==> src/core/rcs_params.svh <==
`ifndef RCS_PARAMS_SVH
`define RCS_PARAMS_SVH

// clocks that outputs outlast the processor reset rising edge
`define RCS_CFG_HOLD_CLKS 2'h1
`define RCS_BREQ_HOLD_CLKS 2'h2
`define RCS_DELAYED_PROCESSOR_RESET_N_EXT_CLKS 2'h2
`define RCS_POST_LAST 2'h2
`define RCS_POST_ZERO 2'h0

// memory refresh after memory reset release
`define RCS_REFRESH_PER_BANK 8

// bridge clock ratio to host clock
`define RCS_PCI_DIV 3

// drive-config reset value: 4G vector, queue depth 8
`define RCS_DRIVE_CFG_RST 11'h030

`endif

==> src/core/rcs_pkg.sv <==
package rcs_pkg;

    // options sampled by every bus agent at reset
    typedef struct packed {
        logic parity_en;
        logic address_error_det_en;
        logic bus_error_det_en;
        logic bus_init_det_en;
        logic redundancy_check_mode;
        logic vector_4g;
        logic in_order_queue_deep;
        logic [1:0] cluster_id;
        logic [1:0] arb_id;
    } rcs_cfg_t;

    // reset outputs of the controller
    typedef struct packed {
        logic processor_reset_n;
        logic delayed_processor_reset_n;
        logic memory_reset_n;
        logic south_reset_n;
        logic config_reset_n;
        logic txn_reset_n;
        logic processor_init_n;
    } rcs_rst_t;

    typedef enum logic [2:0] {
        ST_OFF,
        ST_HOLD,
        ST_RELEASE,
        ST_REFRESH,
        ST_READY
    } rcs_state_t;

endpackage

==> src/core/rcs_pci_clk_div.sv <==
`timescale 1ns/1ps
`include "rcs_params.svh"
module rcs_pci_clk_div
    import rcs_pkg::*;
#(
    parameter int DIV = `RCS_PCI_DIV
) (
    // clock and reset
    input wire logic sys_clk_i,
    input wire logic resetn_i,
    // control
    input wire logic rephase_i,
    // clock out and feedback
    input wire logic pci_clk_fb_i,
    output logic pci_clk_o,
    output logic locked_o
);
    localparam int CW = (DIV > 2) ? $clog2(DIV) : 1;
    localparam logic [CW-1:0] LAST = CW'(DIV - 1);
    localparam logic [CW-1:0] HIGH = CW'(DIV / 2);

    logic [CW-1:0] cnt_q, cnt_d;
    logic clk_q, clk_d;
    logic lock_q, lock_d;

    always_comb begin
        cnt_d = cnt_q;
        // re-phase: phase held at zero, clock held high meanwhile
        if (rephase_i) begin
            cnt_d = '0;
        end else if (cnt_q == LAST) begin
            cnt_d = '0;
        end else begin
            cnt_d = cnt_q + 1'b1;
        end
        clk_d = (cnt_d < HIGH);
        // feedback aligned when it matches the internal tree each cycle
        lock_d = !rephase_i && (pci_clk_fb_i == clk_q);
    end

    always_ff @(posedge sys_clk_i or negedge resetn_i) begin
        if (!resetn_i) begin
            cnt_q <= '0;
            clk_q <= 1'b0;
            lock_q <= 1'b0;
        end else begin
            cnt_q <= cnt_d;
            clk_q <= clk_d;
            lock_q <= lock_d;
        end
    end

    assign pci_clk_o = clk_q;
    assign locked_o = lock_q;
endmodule

==> src/core/rcs_reset_seq.sv <==
`timescale 1ns/1ps
`include "rcs_params.svh"
module rcs_reset_seq
    import rcs_pkg::*;
#(
    parameter int RESET_HOLD = 16,
    parameter int SOFT_HOLD = 8,
    parameter int BRIDGE_HOLD = 16,
    parameter int BUS_INIT_N_HOLD = 4,
    parameter int NUM_BANKS = 4,
    parameter int NUM_BRIDGES = 2
) (
    // clock and reset
    input wire logic sys_clk_i,
    input wire logic resetn_i,
    // power and reset requests
    input wire logic power_good_in_i,
    input wire logic hard_reset_req_i,
    input wire logic hard_reset_bist_i,
    input wire logic soft_reset_req_i,
    input wire logic bus_init_n_i,
    input wire logic [NUM_BRIDGES-1:0] bridge_reset_req_i,
    input wire logic [NUM_BRIDGES-1:0] rephase_en_i,
    // error flags
    input wire logic sticky_err_set_i,
    input wire logic sticky_err_clr_i,
    output logic sticky_err_o,
    // configuration registers and bus lines
    input wire logic drive_cfg_we_i,
    input wire rcs_cfg_t drive_cfg_wdata_i,
    input wire rcs_cfg_t cfg_bus_i,
    output rcs_cfg_t cfg_bus_o,
    output logic cfg_bus_oe_n_o,
    output rcs_cfg_t reset_drive_config_reg_o,
    output rcs_cfg_t reset_capture_config_reg_o,
    // resets
    output rcs_rst_t rst_o,
    output logic [NUM_BRIDGES-1:0] pci_reset_n_o,
    output logic power_good_buffered_out_o,
    // symmetric bus request
    output logic symmetric_bus_request_n_o,
    output logic symmetric_bus_request_oe_n_o,
    // status
    output logic boot_ready_o,
    output logic host_clk_phase_o,
    // memory refresh
    input wire logic refresh_ack_i,
    output logic refresh_req_o,
    output logic [$clog2(NUM_BANKS)-1:0] refresh_bank_o,
    // bridge clocks
    input wire logic [NUM_BRIDGES-1:0] pci_clk_fb_i,
    output logic [NUM_BRIDGES-1:0] pci_clk_o,
    output logic [NUM_BRIDGES-1:0] pci_locked_o
);
    localparam int RW = $clog2(RESET_HOLD + 1);
    localparam int SW = $clog2(SOFT_HOLD + 1);
    localparam int BW = $clog2(BRIDGE_HOLD + 1);
    localparam int IW = $clog2(BUS_INIT_N_HOLD + 1);
    localparam int PB = $clog2(`RCS_REFRESH_PER_BANK);
    localparam int KW = $clog2(NUM_BANKS) + PB;
    localparam int NB = $clog2(NUM_BANKS);
    localparam logic [RW-1:0] RST_LOAD = RW'(RESET_HOLD);
    localparam logic [SW-1:0] SOFT_LOAD = SW'(SOFT_HOLD);
    localparam logic [BW-1:0] BRG_LOAD = BW'(BRIDGE_HOLD);
    localparam logic [IW-1:0] BUS_INIT_N_LOAD = IW'(BUS_INIT_N_HOLD);
    localparam logic [KW-1:0] REF_LAST = KW'(NUM_BANKS * `RCS_REFRESH_PER_BANK - 1);
    localparam rcs_cfg_t DRIVE_RST = `RCS_DRIVE_CFG_RST;

    // sequencer state
    rcs_state_t state_q, state_d;
    logic [RW-1:0] rst_cnt_q, rst_cnt_d;
    logic [1:0] post_q, post_d;
    logic [KW-1:0] ref_cnt_q, ref_cnt_d;
    logic hard_q, hard_d;
    logic bist_q, bist_d;
    rcs_cfg_t cap_q, cap_d;
    rcs_cfg_t drv_q, drv_d;

    always_comb begin
        state_d = state_q;
        rst_cnt_d = rst_cnt_q;
        post_d = post_q;
        ref_cnt_d = ref_cnt_q;
        hard_d = hard_q;
        bist_d = bist_q;
        cap_d = cap_q;
        drv_d = drv_q;
        if (drive_cfg_we_i) begin
            drv_d = drive_cfg_wdata_i;
        end
        case (state_q)
            ST_OFF: begin
                if (power_good_in_i) begin
                    state_d = ST_HOLD;
                    rst_cnt_d = RST_LOAD;
                end
            end
            ST_HOLD: begin
                if (rst_cnt_q == '0) begin
                    state_d = ST_RELEASE;
                    post_d = `RCS_POST_ZERO;
                    // sampled on the same edge that lifts processor reset
                    cap_d = cfg_bus_i;
                end else begin
                    rst_cnt_d = rst_cnt_q - 1'b1;
                end
            end
            ST_RELEASE: begin
                if (post_q == `RCS_POST_LAST) begin
                    state_d = ST_REFRESH;
                    ref_cnt_d = '0;
                end else begin
                    post_d = post_q + 1'b1;
                end
            end
            ST_REFRESH: begin
                if (refresh_ack_i) begin
                    if (ref_cnt_q == REF_LAST) begin
                        state_d = ST_READY;
                    end else begin
                        ref_cnt_d = ref_cnt_q + 1'b1;
                    end
                end
            end
            ST_READY: begin
                state_d = ST_READY;
            end
            default: begin
                state_d = ST_OFF;
            end
        endcase
        // hard reset reruns the sequence but leaves drive config alone
        if (hard_reset_req_i && state_q == ST_READY) begin
            state_d = ST_HOLD;
            rst_cnt_d = RST_LOAD;
            hard_d = 1'b1;
            bist_d = hard_reset_bist_i;
        end
        if (!power_good_in_i) begin
            state_d = ST_OFF;
            hard_d = 1'b0;
            bist_d = 1'b0;
            drv_d = DRIVE_RST;
        end
    end

    always_ff @(posedge sys_clk_i or negedge resetn_i) begin
        if (!resetn_i) begin
            state_q <= ST_OFF;
            rst_cnt_q <= '0;
            post_q <= `RCS_POST_ZERO;
            ref_cnt_q <= '0;
            hard_q <= 1'b0;
            bist_q <= 1'b0;
            cap_q <= DRIVE_RST;
            drv_q <= DRIVE_RST;
        end else begin
            state_q <= state_d;
            rst_cnt_q <= rst_cnt_d;
            post_q <= post_d;
            ref_cnt_q <= ref_cnt_d;
            hard_q <= hard_d;
            bist_q <= bist_d;
            cap_q <= cap_d;
            drv_q <= drv_d;
        end
    end

    // side resets: soft, bus-init and per bridge
    logic [SW-1:0] soft_cnt_q, soft_cnt_d;
    logic [IW-1:0] bus_init_n_cnt_q, bus_init_n_cnt_d;
    logic [NUM_BRIDGES-1:0][BW-1:0] brg_cnt_q, brg_cnt_d;
    logic sticky_q, sticky_d;
    logic in_reset_d;

    assign in_reset_d = (state_d == ST_OFF) || (state_d == ST_HOLD);

    always_comb begin
        soft_cnt_d = soft_cnt_q;
        bus_init_n_cnt_d = bus_init_n_cnt_q;
        brg_cnt_d = brg_cnt_q;
        sticky_d = sticky_q;
        if (in_reset_d) begin
            soft_cnt_d = '0;
        end else if (soft_reset_req_i) begin
            soft_cnt_d = SOFT_LOAD;
        end else if (soft_cnt_q != '0) begin
            soft_cnt_d = soft_cnt_q - 1'b1;
        end
        if (in_reset_d) begin
            bus_init_n_cnt_d = '0;
        end else if (!bus_init_n_i) begin
            bus_init_n_cnt_d = BUS_INIT_N_LOAD;
        end else if (bus_init_n_cnt_q != '0) begin
            bus_init_n_cnt_d = bus_init_n_cnt_q - 1'b1;
        end
        for (int i = 0; i < NUM_BRIDGES; i++) begin
            if (in_reset_d) begin
                brg_cnt_d[i] = '0;
            end else if (bridge_reset_req_i[i]) begin
                brg_cnt_d[i] = BRG_LOAD;
            end else if (brg_cnt_q[i] != '0) begin
                brg_cnt_d[i] = brg_cnt_q[i] - 1'b1;
            end
        end
        // power loss or a clear request clears sticky flags, hard reset does not; a new error beats a clear
        if (state_d == ST_OFF) begin
            sticky_d = 1'b0;
        end else if (sticky_err_set_i) begin
            sticky_d = 1'b1;
        end else if (sticky_err_clr_i) begin
            sticky_d = 1'b0;
        end
    end

    always_ff @(posedge sys_clk_i or negedge resetn_i) begin
        if (!resetn_i) begin
            soft_cnt_q <= '0;
            bus_init_n_cnt_q <= '0;
            brg_cnt_q <= '0;
            sticky_q <= 1'b0;
        end else begin
            soft_cnt_q <= soft_cnt_d;
            bus_init_n_cnt_q <= bus_init_n_cnt_d;
            brg_cnt_q <= brg_cnt_d;
            sticky_q <= sticky_d;
        end
    end

    // registered outputs, computed from next state so edges are exact
    rcs_rst_t rst_q, rst_d;
    logic [NUM_BRIDGES-1:0] pci_rst_n_q, pci_rst_n_d;
    logic cfg_oe_n_q, cfg_oe_n_d;
    logic breq_oe_n_q, breq_oe_n_d;
    logic pgb_q, pgb_d;
    logic ready_q, ready_d;
    logic ref_req_q, ref_req_d;
    logic [NB-1:0] ref_bank_q, ref_bank_d;
    logic phase_q, phase_d;
    logic rel_d;

    assign rel_d = (state_d == ST_RELEASE);

    always_comb begin
        rst_d.processor_reset_n = !in_reset_d;
        rst_d.delayed_processor_reset_n =
            !(in_reset_d || (rel_d && post_d < `RCS_DELAYED_PROCESSOR_RESET_N_EXT_CLKS));
        rst_d.memory_reset_n = !in_reset_d;
        rst_d.south_reset_n = !in_reset_d;
        rst_d.config_reset_n = !in_reset_d;
        rst_d.txn_reset_n = !(in_reset_d || bus_init_n_cnt_d != '0);
        // quiet at power-up; self-test only through hard reset
        rst_d.processor_init_n =
            !((state_d == ST_HOLD && bist_d) || soft_cnt_d != '0);
        for (int i = 0; i < NUM_BRIDGES; i++) begin
            pci_rst_n_d[i] = !(in_reset_d || brg_cnt_d[i] != '0);
        end
        cfg_oe_n_d = !(in_reset_d || (rel_d && post_d < `RCS_CFG_HOLD_CLKS));
        breq_oe_n_d = !(in_reset_d || (rel_d && post_d < `RCS_BREQ_HOLD_CLKS));
        pgb_d = power_good_in_i && !(hard_d && in_reset_d);
        ready_d = (state_d == ST_READY);
        ref_req_d = (state_d == ST_REFRESH);
        ref_bank_d = ref_cnt_d[KW-1:PB];
        phase_d = !phase_q;
    end

    always_ff @(posedge sys_clk_i or negedge resetn_i) begin
        if (!resetn_i) begin
            rst_q <= '0;
            pci_rst_n_q <= '0;
            cfg_oe_n_q <= 1'b0;
            breq_oe_n_q <= 1'b0;
            pgb_q <= 1'b0;
            ready_q <= 1'b0;
            ref_req_q <= 1'b0;
            ref_bank_q <= '0;
            phase_q <= 1'b0;
        end else begin
            rst_q <= rst_d;
            pci_rst_n_q <= pci_rst_n_d;
            cfg_oe_n_q <= cfg_oe_n_d;
            breq_oe_n_q <= breq_oe_n_d;
            pgb_q <= pgb_d;
            ready_q <= ready_d;
            ref_req_q <= ref_req_d;
            ref_bank_q <= ref_bank_d;
            phase_q <= phase_d;
        end
    end

    // bridge clocks restart in phase with any reset except another bridge's, unless defeated
    logic any_rst_q;
    assign any_rst_q = !rst_q.processor_reset_n || soft_cnt_q != '0 || bus_init_n_cnt_q != '0;

    for (genvar g = 0; g < NUM_BRIDGES; g++) begin : g_div
        rcs_pci_clk_div #(
            .DIV(`RCS_PCI_DIV)
        ) u_div (
            .sys_clk_i(sys_clk_i),
            .resetn_i(resetn_i),
            .rephase_i(rephase_en_i[g] && (any_rst_q || !pci_rst_n_q[g])),
            .pci_clk_fb_i(pci_clk_fb_i[g]),
            .pci_clk_o(pci_clk_o[g]),
            .locked_o(pci_locked_o[g])
        );
    end

    assign cfg_bus_o = drv_q;
    assign cfg_bus_oe_n_o = cfg_oe_n_q;
    assign reset_drive_config_reg_o = drv_q;
    assign reset_capture_config_reg_o = cap_q;
    assign rst_o = rst_q;
    assign pci_reset_n_o = pci_rst_n_q;
    assign power_good_buffered_out_o = pgb_q;
    assign symmetric_bus_request_n_o = 1'b0;
    assign symmetric_bus_request_oe_n_o = breq_oe_n_q;
    assign sticky_err_o = sticky_q;
    assign boot_ready_o = ready_q;
    assign host_clk_phase_o = phase_q;
    assign refresh_req_o = ref_req_q;
    assign refresh_bank_o = ref_bank_q;
endmodule

==> config.mk <==
export PLATFORM = sky130hd
export DESIGN_NAME = rcs_reset_seq
export DESIGN_NICKNAME = d
export VERILOG_FILES = /design/src/core/rcs_pkg.sv /design/src/core/rcs_pci_clk_div.sv /design/src/core/rcs_reset_seq.sv
export VERILOG_INCLUDE_DIRS = /design/src /design/src/core
export SDC_FILE = /design/constraint.sdc
export NUM_CORES = 1
export LEC_CHECK = 0
export BUFFER_PORTS_ARGS = -buffer_cell sky130_fd_sc_hd__buf_2
export CELL_PAD_IN_SITES_DETAIL_PLACEMENT = 0
export CELL_PAD_IN_SITES_GLOBAL_PLACEMENT = 1
export CORE_MARGIN = 10
export CORE_UTILIZATION = 41
export DETAILED_ROUTE_END_ITERATION = 12
export GPL_ROUTABILITY_DRIVEN = 0
export HOLD_SLACK_MARGIN = 0.1
export MAX_ROUTING_LAYER = met4
export PLACE_DENSITY = 0.92
export SLEW_MARGIN = 30
export SYNTH_ARGS = -nofsm -noshare
export SYNTH_HDL_FRONTEND = slang
export SYNTH_SLANG_ARGS = --single-unit
==> constraint.sdc <==
create_clock -name sys_clk_i -period 2.78 [get_ports sys_clk_i]
set_input_delay 0.139 -clock sys_clk_i [delete_from_list [all_inputs] [get_ports sys_clk_i]]
set_output_delay 0.139 -clock sys_clk_i [all_outputs]
set_load 0.05 [all_outputs]
==> run metrics, run 1 <==
outcome=finished clean; layout cells sized above 1=0.3237; cell area after placement=4123 um2; Resized Gates After CTS=0; Worst Hold End=cfg_bus_o[1]; area of the multi-input gates=1510 um2; first-pass GRT wire length=13860 um; WL per Instance=15.06 um; most frequent cell after synthesis=dfrtp_1; initial antenna violation count=0; final hold vios=0; max-cap violation count=0; sequential element share of the synthesized area=0.5137; total gr overflow=0; vias in the first global route=2942; Pre-antenna DRT Iters=4; Arr. time, crit path=2.36 ns; Post-synth top cells=dfrtp_1, nor2_1, buf_4, inv_1, nor3_1; CP required=3.02 ns; CP Max Fanout=8; RR Endpoint=pci_reset_n_o[1]; Synth Cell Area=3712 um2; setup repair bufs after CTS=0; post-synthesis register bit count=76; Synth Area per Inst=11.08 um2; pwr dens=715.7 nW/um2; Tmin final=2.117 ns; kind of critical path=flip-flop to flip-flop; Worst Tran Pin Value=0.6706 ns; static leakage=2.285 nW; Syn Nets=385; core area=8763 um2; post-route setup TNS=0 ns; slew margin rel.=0.5529; clock skew=0.009008 ns; CTS tree=done; worst hold path type=input pin to flip-flop; register area=1907 um2; fmax=472.3 MHz; Synth area leader=dfrtp_1; area of the die=13260 um2; clock buffer depth=2; via count=2727; root buffer cell=clkbuf_8; Site Rows=34; # setup viols final=0; DP HPWL=6096 um; Distinct cells, synth=59; largest net degree at the start of global routing=77; Yosys top cell area share=0.4853; nets=493; die width=115.2 um; fin crit share=0.7616; Worst R2R Path Depth=11; drt via density=4.896; met2 usage=0.2305; Most Crowded Layer GR=met2; WL final=8386 um; Pins Over Slew Limit=0; GRT Util Overall=0.1321; Ports=95; Worst Hold Depth=3; met3 Usage GRT=0.04219; Iteration-0 DRC Markers=64; asr flop ratio synth=1.000; filler instances=760; RSZ-0062 raised after global routing=no; Clock Latency Late Sink=0.35 ns; fin area=4619 um2; GRT met1 Usage=0.1372; die height=115.2 um; Antenna Violating Nets Remaining=0; FF-to-FF setup slack=0.66 ns; crit start category=flip-flop; worst hold start=drive_cfg_wdata_i[1]; Reg-to-Reg Start=ref_cnt_q[0]; Top FF cell, synth=dfrtp_1; area grow syn2layout=24.44%; YS warnings=0; Syn Inst Count=335; Post-route DRC=0; clk sinks=76; clk slew on worst S/H paths=0.08 ns; Starting Density=0.4236; H-tree level count=3; port bufs=93; largest cells by area after synthesis=dfrtp_1, buf_4, mux2_2; EDFF count, synth=0; Overall Power=3.306 mW; maximum VDD drop=260.1 uV; Inserted Clock Buffers=9; crit end category=flip-flop
registers in the layout, summed over array words and instances (netlist names), 2 cells and up:
| signal | flops |
|---|---|
| pci_reset_n_o | 2 |
| bus_init_n_cnt_q | 3 |
| g_div.u_div.pci_clk_o | 2 |
| rst_cnt_q | 5 |
| brg_cnt_q | 10 |
| g_div.u_div.locked_o | 2 |
| state_q | 3 |
| reset_capture_config_reg_o | 11 |
| rst_o | 3 |
| post_q | 2 |
| g_div.u_div.cnt_q | 4 |
| soft_cnt_q | 4 |
| cfg_bus_o | 11 |
| ref_cnt_q | 5 |
report_power, final:
group | internal [mW] | switching (mW)
combinational | 0.365 | 0.774
clock | 0.374 | 0.393
sequential | 1.28 | 0.119
total | 2.02 | 1.29
logic make-up after synthesis:
family | count (synthesis) | synth area share
multiplexers | 25 | 0.07179
AO/OA/AOI/OAI | 44 | 0.09235
buffers and inverters | 53 | 0.07954
other | 1 | 0.001010
XOR/XNOR | 12 | 0.02831
flip-flops | 76 | 0.5137
AND/OR/NAND/NOR | 113 | 0.1763
adder cells (fa/ha/maj) | 11 | 0.03707
stage by stage:
| stage | setup WS [ns] | hold WS, ns | instances | utilization |
|---|---|---|---|---|
| 2_1_floorplan | 0.8315 | -0.1566 | 335 | - |
| 5_1_grt | 0.5043 | 0.1083 | 556 | 0.5268 |
| 3_3_place_gp | 0.7347 | 0.3435 | 509 | 0.4704 |
| 6_report | 0.6627 | 0.1156 | 557 | 0.5271 |
| 4_1_cts | 0.6592 | 0.1004 | 556 | 0.5264 |
| 3_5_place_dp | 0.6738 | 0.3471 | 509 | 0.4704 |
placed cells by master (no fill, tap or decap), types with 2 or more instances in the layout:
master / n
dlygate4sd3_1: 31
and3b_1: 2
clkbuf_1: 2
a21boi_0: 3
or3_1: 2
dfstp_2: 4
nand2_1: 15
o21ai_1: 3
nand2b_1: 8
and2_1: 2
clkbuf_8: 11
xor2_1: 4
xnor2_1: 8
dfrtp_1: 72
buf_2: 92
nor2_1: 33
or2_1: 2
nor2_8: 2
mux2i_1: 12
o311a_1: 2
mux2_2: 13
ha_1: 11
and3_1: 2
o21ai_0: 8
nor2b_1: 10
a21oi_1: 11
a211oi_1: 2
a32o_1: 2
nand2_2: 2
inv_1: 24
nand3_1: 3
nor3_1: 18
nand2_4: 2
worst max-delay path, cell delays in order, from the launching register on:
cell	delay, ns
dfrtp_1	0.40
ha_1	0.22
and3_1	0.18
ha_1	0.19
nand3_1	0.20
o2bb2ai_1	0.11
nand2_2	0.11
inv_2	0.07
nor2_8	0.18
inv_6	0.08
nand2_4	0.09
and3b_1	0.18
layer usage:
metal	part of all wire	wire, um
met1	0.39	3241
met2	0.53	4464
met3	0.066	554
met4	0.015	125
met5	0	0
worst max path at each step:
stage / startpoint / endpoint / slack, ns / cells past startpoint
2_1_floorplan: ref_cnt_q[0] / ref_cnt_q[4] / 0.83 / 6
3_3_place_gp: ref_cnt_q[0] / pci_reset_n_o[1] / 0.73 / 11
3_5_place_dp: ref_cnt_q[0] / pci_reset_n_o[1] / 0.67 / 11
4_1_cts: ref_cnt_q[0] / pci_reset_n_o[1] / 0.66 / 11
5_1_grt: state_q[0] / symmetric_bus_request_oe_n_o / 0.50 / 5
6_report: ref_cnt_q[0] / pci_reset_n_o[1] / 0.66 / 11
final cells by class:
class | instances | share of cell area
sequential | 76 | 0.4128
multi-input combinational | 206 | 0.3269
timing repair buffer | 124 | 0.1693
clock buffer | 13 | 0.03440
tap | 108 | 0.02925
inverter | 26 | 0.02221
clock inverter | 3 | 0.004605
antenna | 1 | 0.0005417
timing repair:
action                                 in CTS  in global routing
setup endpoints to repair                   0                  0
endpoints found under the hold margin     113                  0
hold buffers                               31                  0
(Power assumes the default switching activity.)
==> run 2, diff against run 1 <==
- clock period: 2.78 -> 2 ns (I/O delays scaled with it)
==> run 2 against run 1 <==
Global-route usage up 0.49 points; critical path depth down 4; via count up 4.9%; final cell count up 4.5%; total power up 54%; largest power group unchanged.
==> run metrics, run 2 (same netlist as run 1, synthesis figures left out) <==
outcome=finished clean; FF-to-FF setup slack=0.08 ns (-0.58 ns); clock buffer depth=2 (unchanged); final hold vios=0 (unchanged); largest net degree at the start of global routing=42 (-45%); clk sinks=76 (unchanged); Arr. time, crit path=2.16 ns (-0.20 ns); root buffer cell=clkbuf_8; register area=1908 um2 (about the same); Pre-antenna DRT Iters=4 (unchanged); Clock Latency Late Sink=0.35 ns (about the same); CTS tree=done; WL final=9023 um (+7.6%); Tmin final=1.918 ns (-0.1992 ns); vias in the first global route=3061 (+4.0%); die height=115.2 um (unchanged); CP max-delay cell=dfrtp_1; critical path cell sequence=ha_2 -> and3_4 -> ha_4 -> buf_4 -> nor3_2 -> mux2_2 -> a32o_1; DP HPWL=6562 um (+7.6%); Setup WS pre-CTS=-0.06167 ns (-0.7355 ns); RSZ-0062 raised after global routing=yes; # setup viols final=0 (unchanged); clock skew=0.009359 ns (+0.0003509 ns); Placed Cells incl. Taps=520 (+2.2%); port bufs=93 (unchanged); H-tree level count=3 (unchanged); area of the die=13260 um2 (unchanged); Worst Tran Pin Value=0.5380 ns (-0.1326 ns); WL per Instance=15.50 um (+3.0%); most frequent cells in the layout=buf_2, dfrtp_1, dlygate4sd3_1; worst hold path type=input pin to flip-flop; initial antenna violation count=0 (unchanged); maximum VDD drop=551.2 uV (+110%); Inserted Clock Buffers=9 (unchanged); Antenna Violating Nets Remaining=0 (unchanged); Iteration-0 DRC Markers=132 (+110%); Post-route DRC=0 (unchanged); clk slew on worst S/H paths=0.08 ns (about the same); commonest non-fill, non-tap cell in the layout=buf_2; Ports=95 (unchanged); first-pass GRT wire length=14350 um (+3.6%); Site Rows=34 (unchanged); crit start category=flip-flop; fmax=521.3 MHz (+10%); nets=518 (+5.1%); Starting Density=0.4236 (unchanged); area of the multi-input gates=1567 um2 (+3.7%); CP required=2.24 ns (-0.78 ns); fin crit share=0.9591 (+0.1974); pwr dens=1028 nW/um2 (+44%); setup ws final=0.08188 ns (-0.5808 ns); drt via density=4.914 (+0.37%); kind of critical path=flip-flop to flip-flop; Worst Hold Depth=3 (unchanged); filler instances=715 (-5.9%); die width=115.2 um (unchanged); slew margin rel.=0.6413 (+0.08838); GRT Util Overall=0.1370 (+0.004868); CP peak stage delay=0.40 ns (about the same); area grow syn2layout=33.40%; layout cells sized above 1=0.3742 (+0.05055); Pins Over Slew Limit=0 (unchanged); Post-Layout Cell Count=582 (+4.5%); via count=2860 (+4.9%); core area=8763 um2 (unchanged); static leakage=2.432 nW (+6.4%); Worst R2R Path Depth=7 (-4); CP Max Fanout=2 (-6); Overall Power=5.089 mW (+54%); smallest hold slack=0.1346 ns (+0.01890 ns); crit end category=flip-flop; total gr overflow=0 (unchanged); max-cap violation count=0 (unchanged)
[run 2: cell types whose count changed in the layout (fill, tap and decap cells not counted), moves of 2 or more]
cell / change
ha_4: +2
ha_1: -3
buf_4: +21
dlygate4sd3_1: +4
clkbuf_1: -2
bufinv_16: +3
[run 2: metal layers]
metal,up-vias,wire (um),GRT usage
li1,1382,-,-
met1,1372,3422,0.1409
met2,93,4938,0.2459
met3,13,577,0.03906
met4,0,85,0.04290
met5,-,0,-
[run 2: per-stage QoR]
| step | util | cell area, um2 | TNS [ns] |
|---|---|---|---|
| floorplan | - | 3712 | 0 |
| global placement | 0.4813 | 4218 | 0 |
| detailed placement | 0.4813 | 4218 | -0.1100 |
| CTS | 0.5520 | 4837 | 0 |
| global route | 0.5648 | 4950 | -0.01368 |
| finish | 0.5651 | 4952 | 0 |
[run 2: repair_timing]
item                                    4_1_cts  5_1_grt
cloned                                        0        0
pin swaps                                     2        8
endpoints found under the setup margin        4       29
setup buffers                                 2        8
hold buffers                                 35        0
resized for setup                             1       12
endpoints found under the hold margin        84        0
[run 2: worst paths after layout]
kind,start,endpoint
setup / recovery,ref_cnt_q[1],ref_cnt_q[4]
hold / removal,rephase_en_i[1],g_div[1].u_div.locked_o
setup reg to reg,ref_cnt_q[1],ref_cnt_q[4]
hold reg to reg,host_clk_phase_o,host_clk_phase_o
max in group asynchronous,resetn_i,cfg_bus_o[4]
min in group asynchronous,resetn_i,brg_cnt_q[1]
[run 2: final cells by class]
type                            instances  area share
Antenna cell                            1   0.0005053
Multi-Input combinational cell        206      0.3163
Tap cell                              108     0.02729
Inverter                               26     0.02072
Timing Repair Buffer                  149      0.1996
Clock buffer                           10     0.02779
Clock inverter                          6     0.02249
Sequential cell                        76      0.3853
[run 2: power by group]
part | internal [mW] | leakage (nW) | switching [mW] | total (mW)
Sequential | 1.78 | 0.982 | 0.160 | 1.94
Clock | 0.862 | 0.122 | 0.568 | 1.43
Combinational | 0.593 | 1.33 | 1.12 | 1.72
Total | 3.24 | 2.43 | 1.85 | 5.09
[run 2: critical path: cells and delay by family, from the launching register on]
kind	cells	cell delay, ns
AOI/OAI and AO/OA	1	0.19
muxes	1	0.35
DFF	1	0.40
adders and majority gates	2	0.36
buffers and inverters	1	0.13
and+or+nand+nor	2	0.38
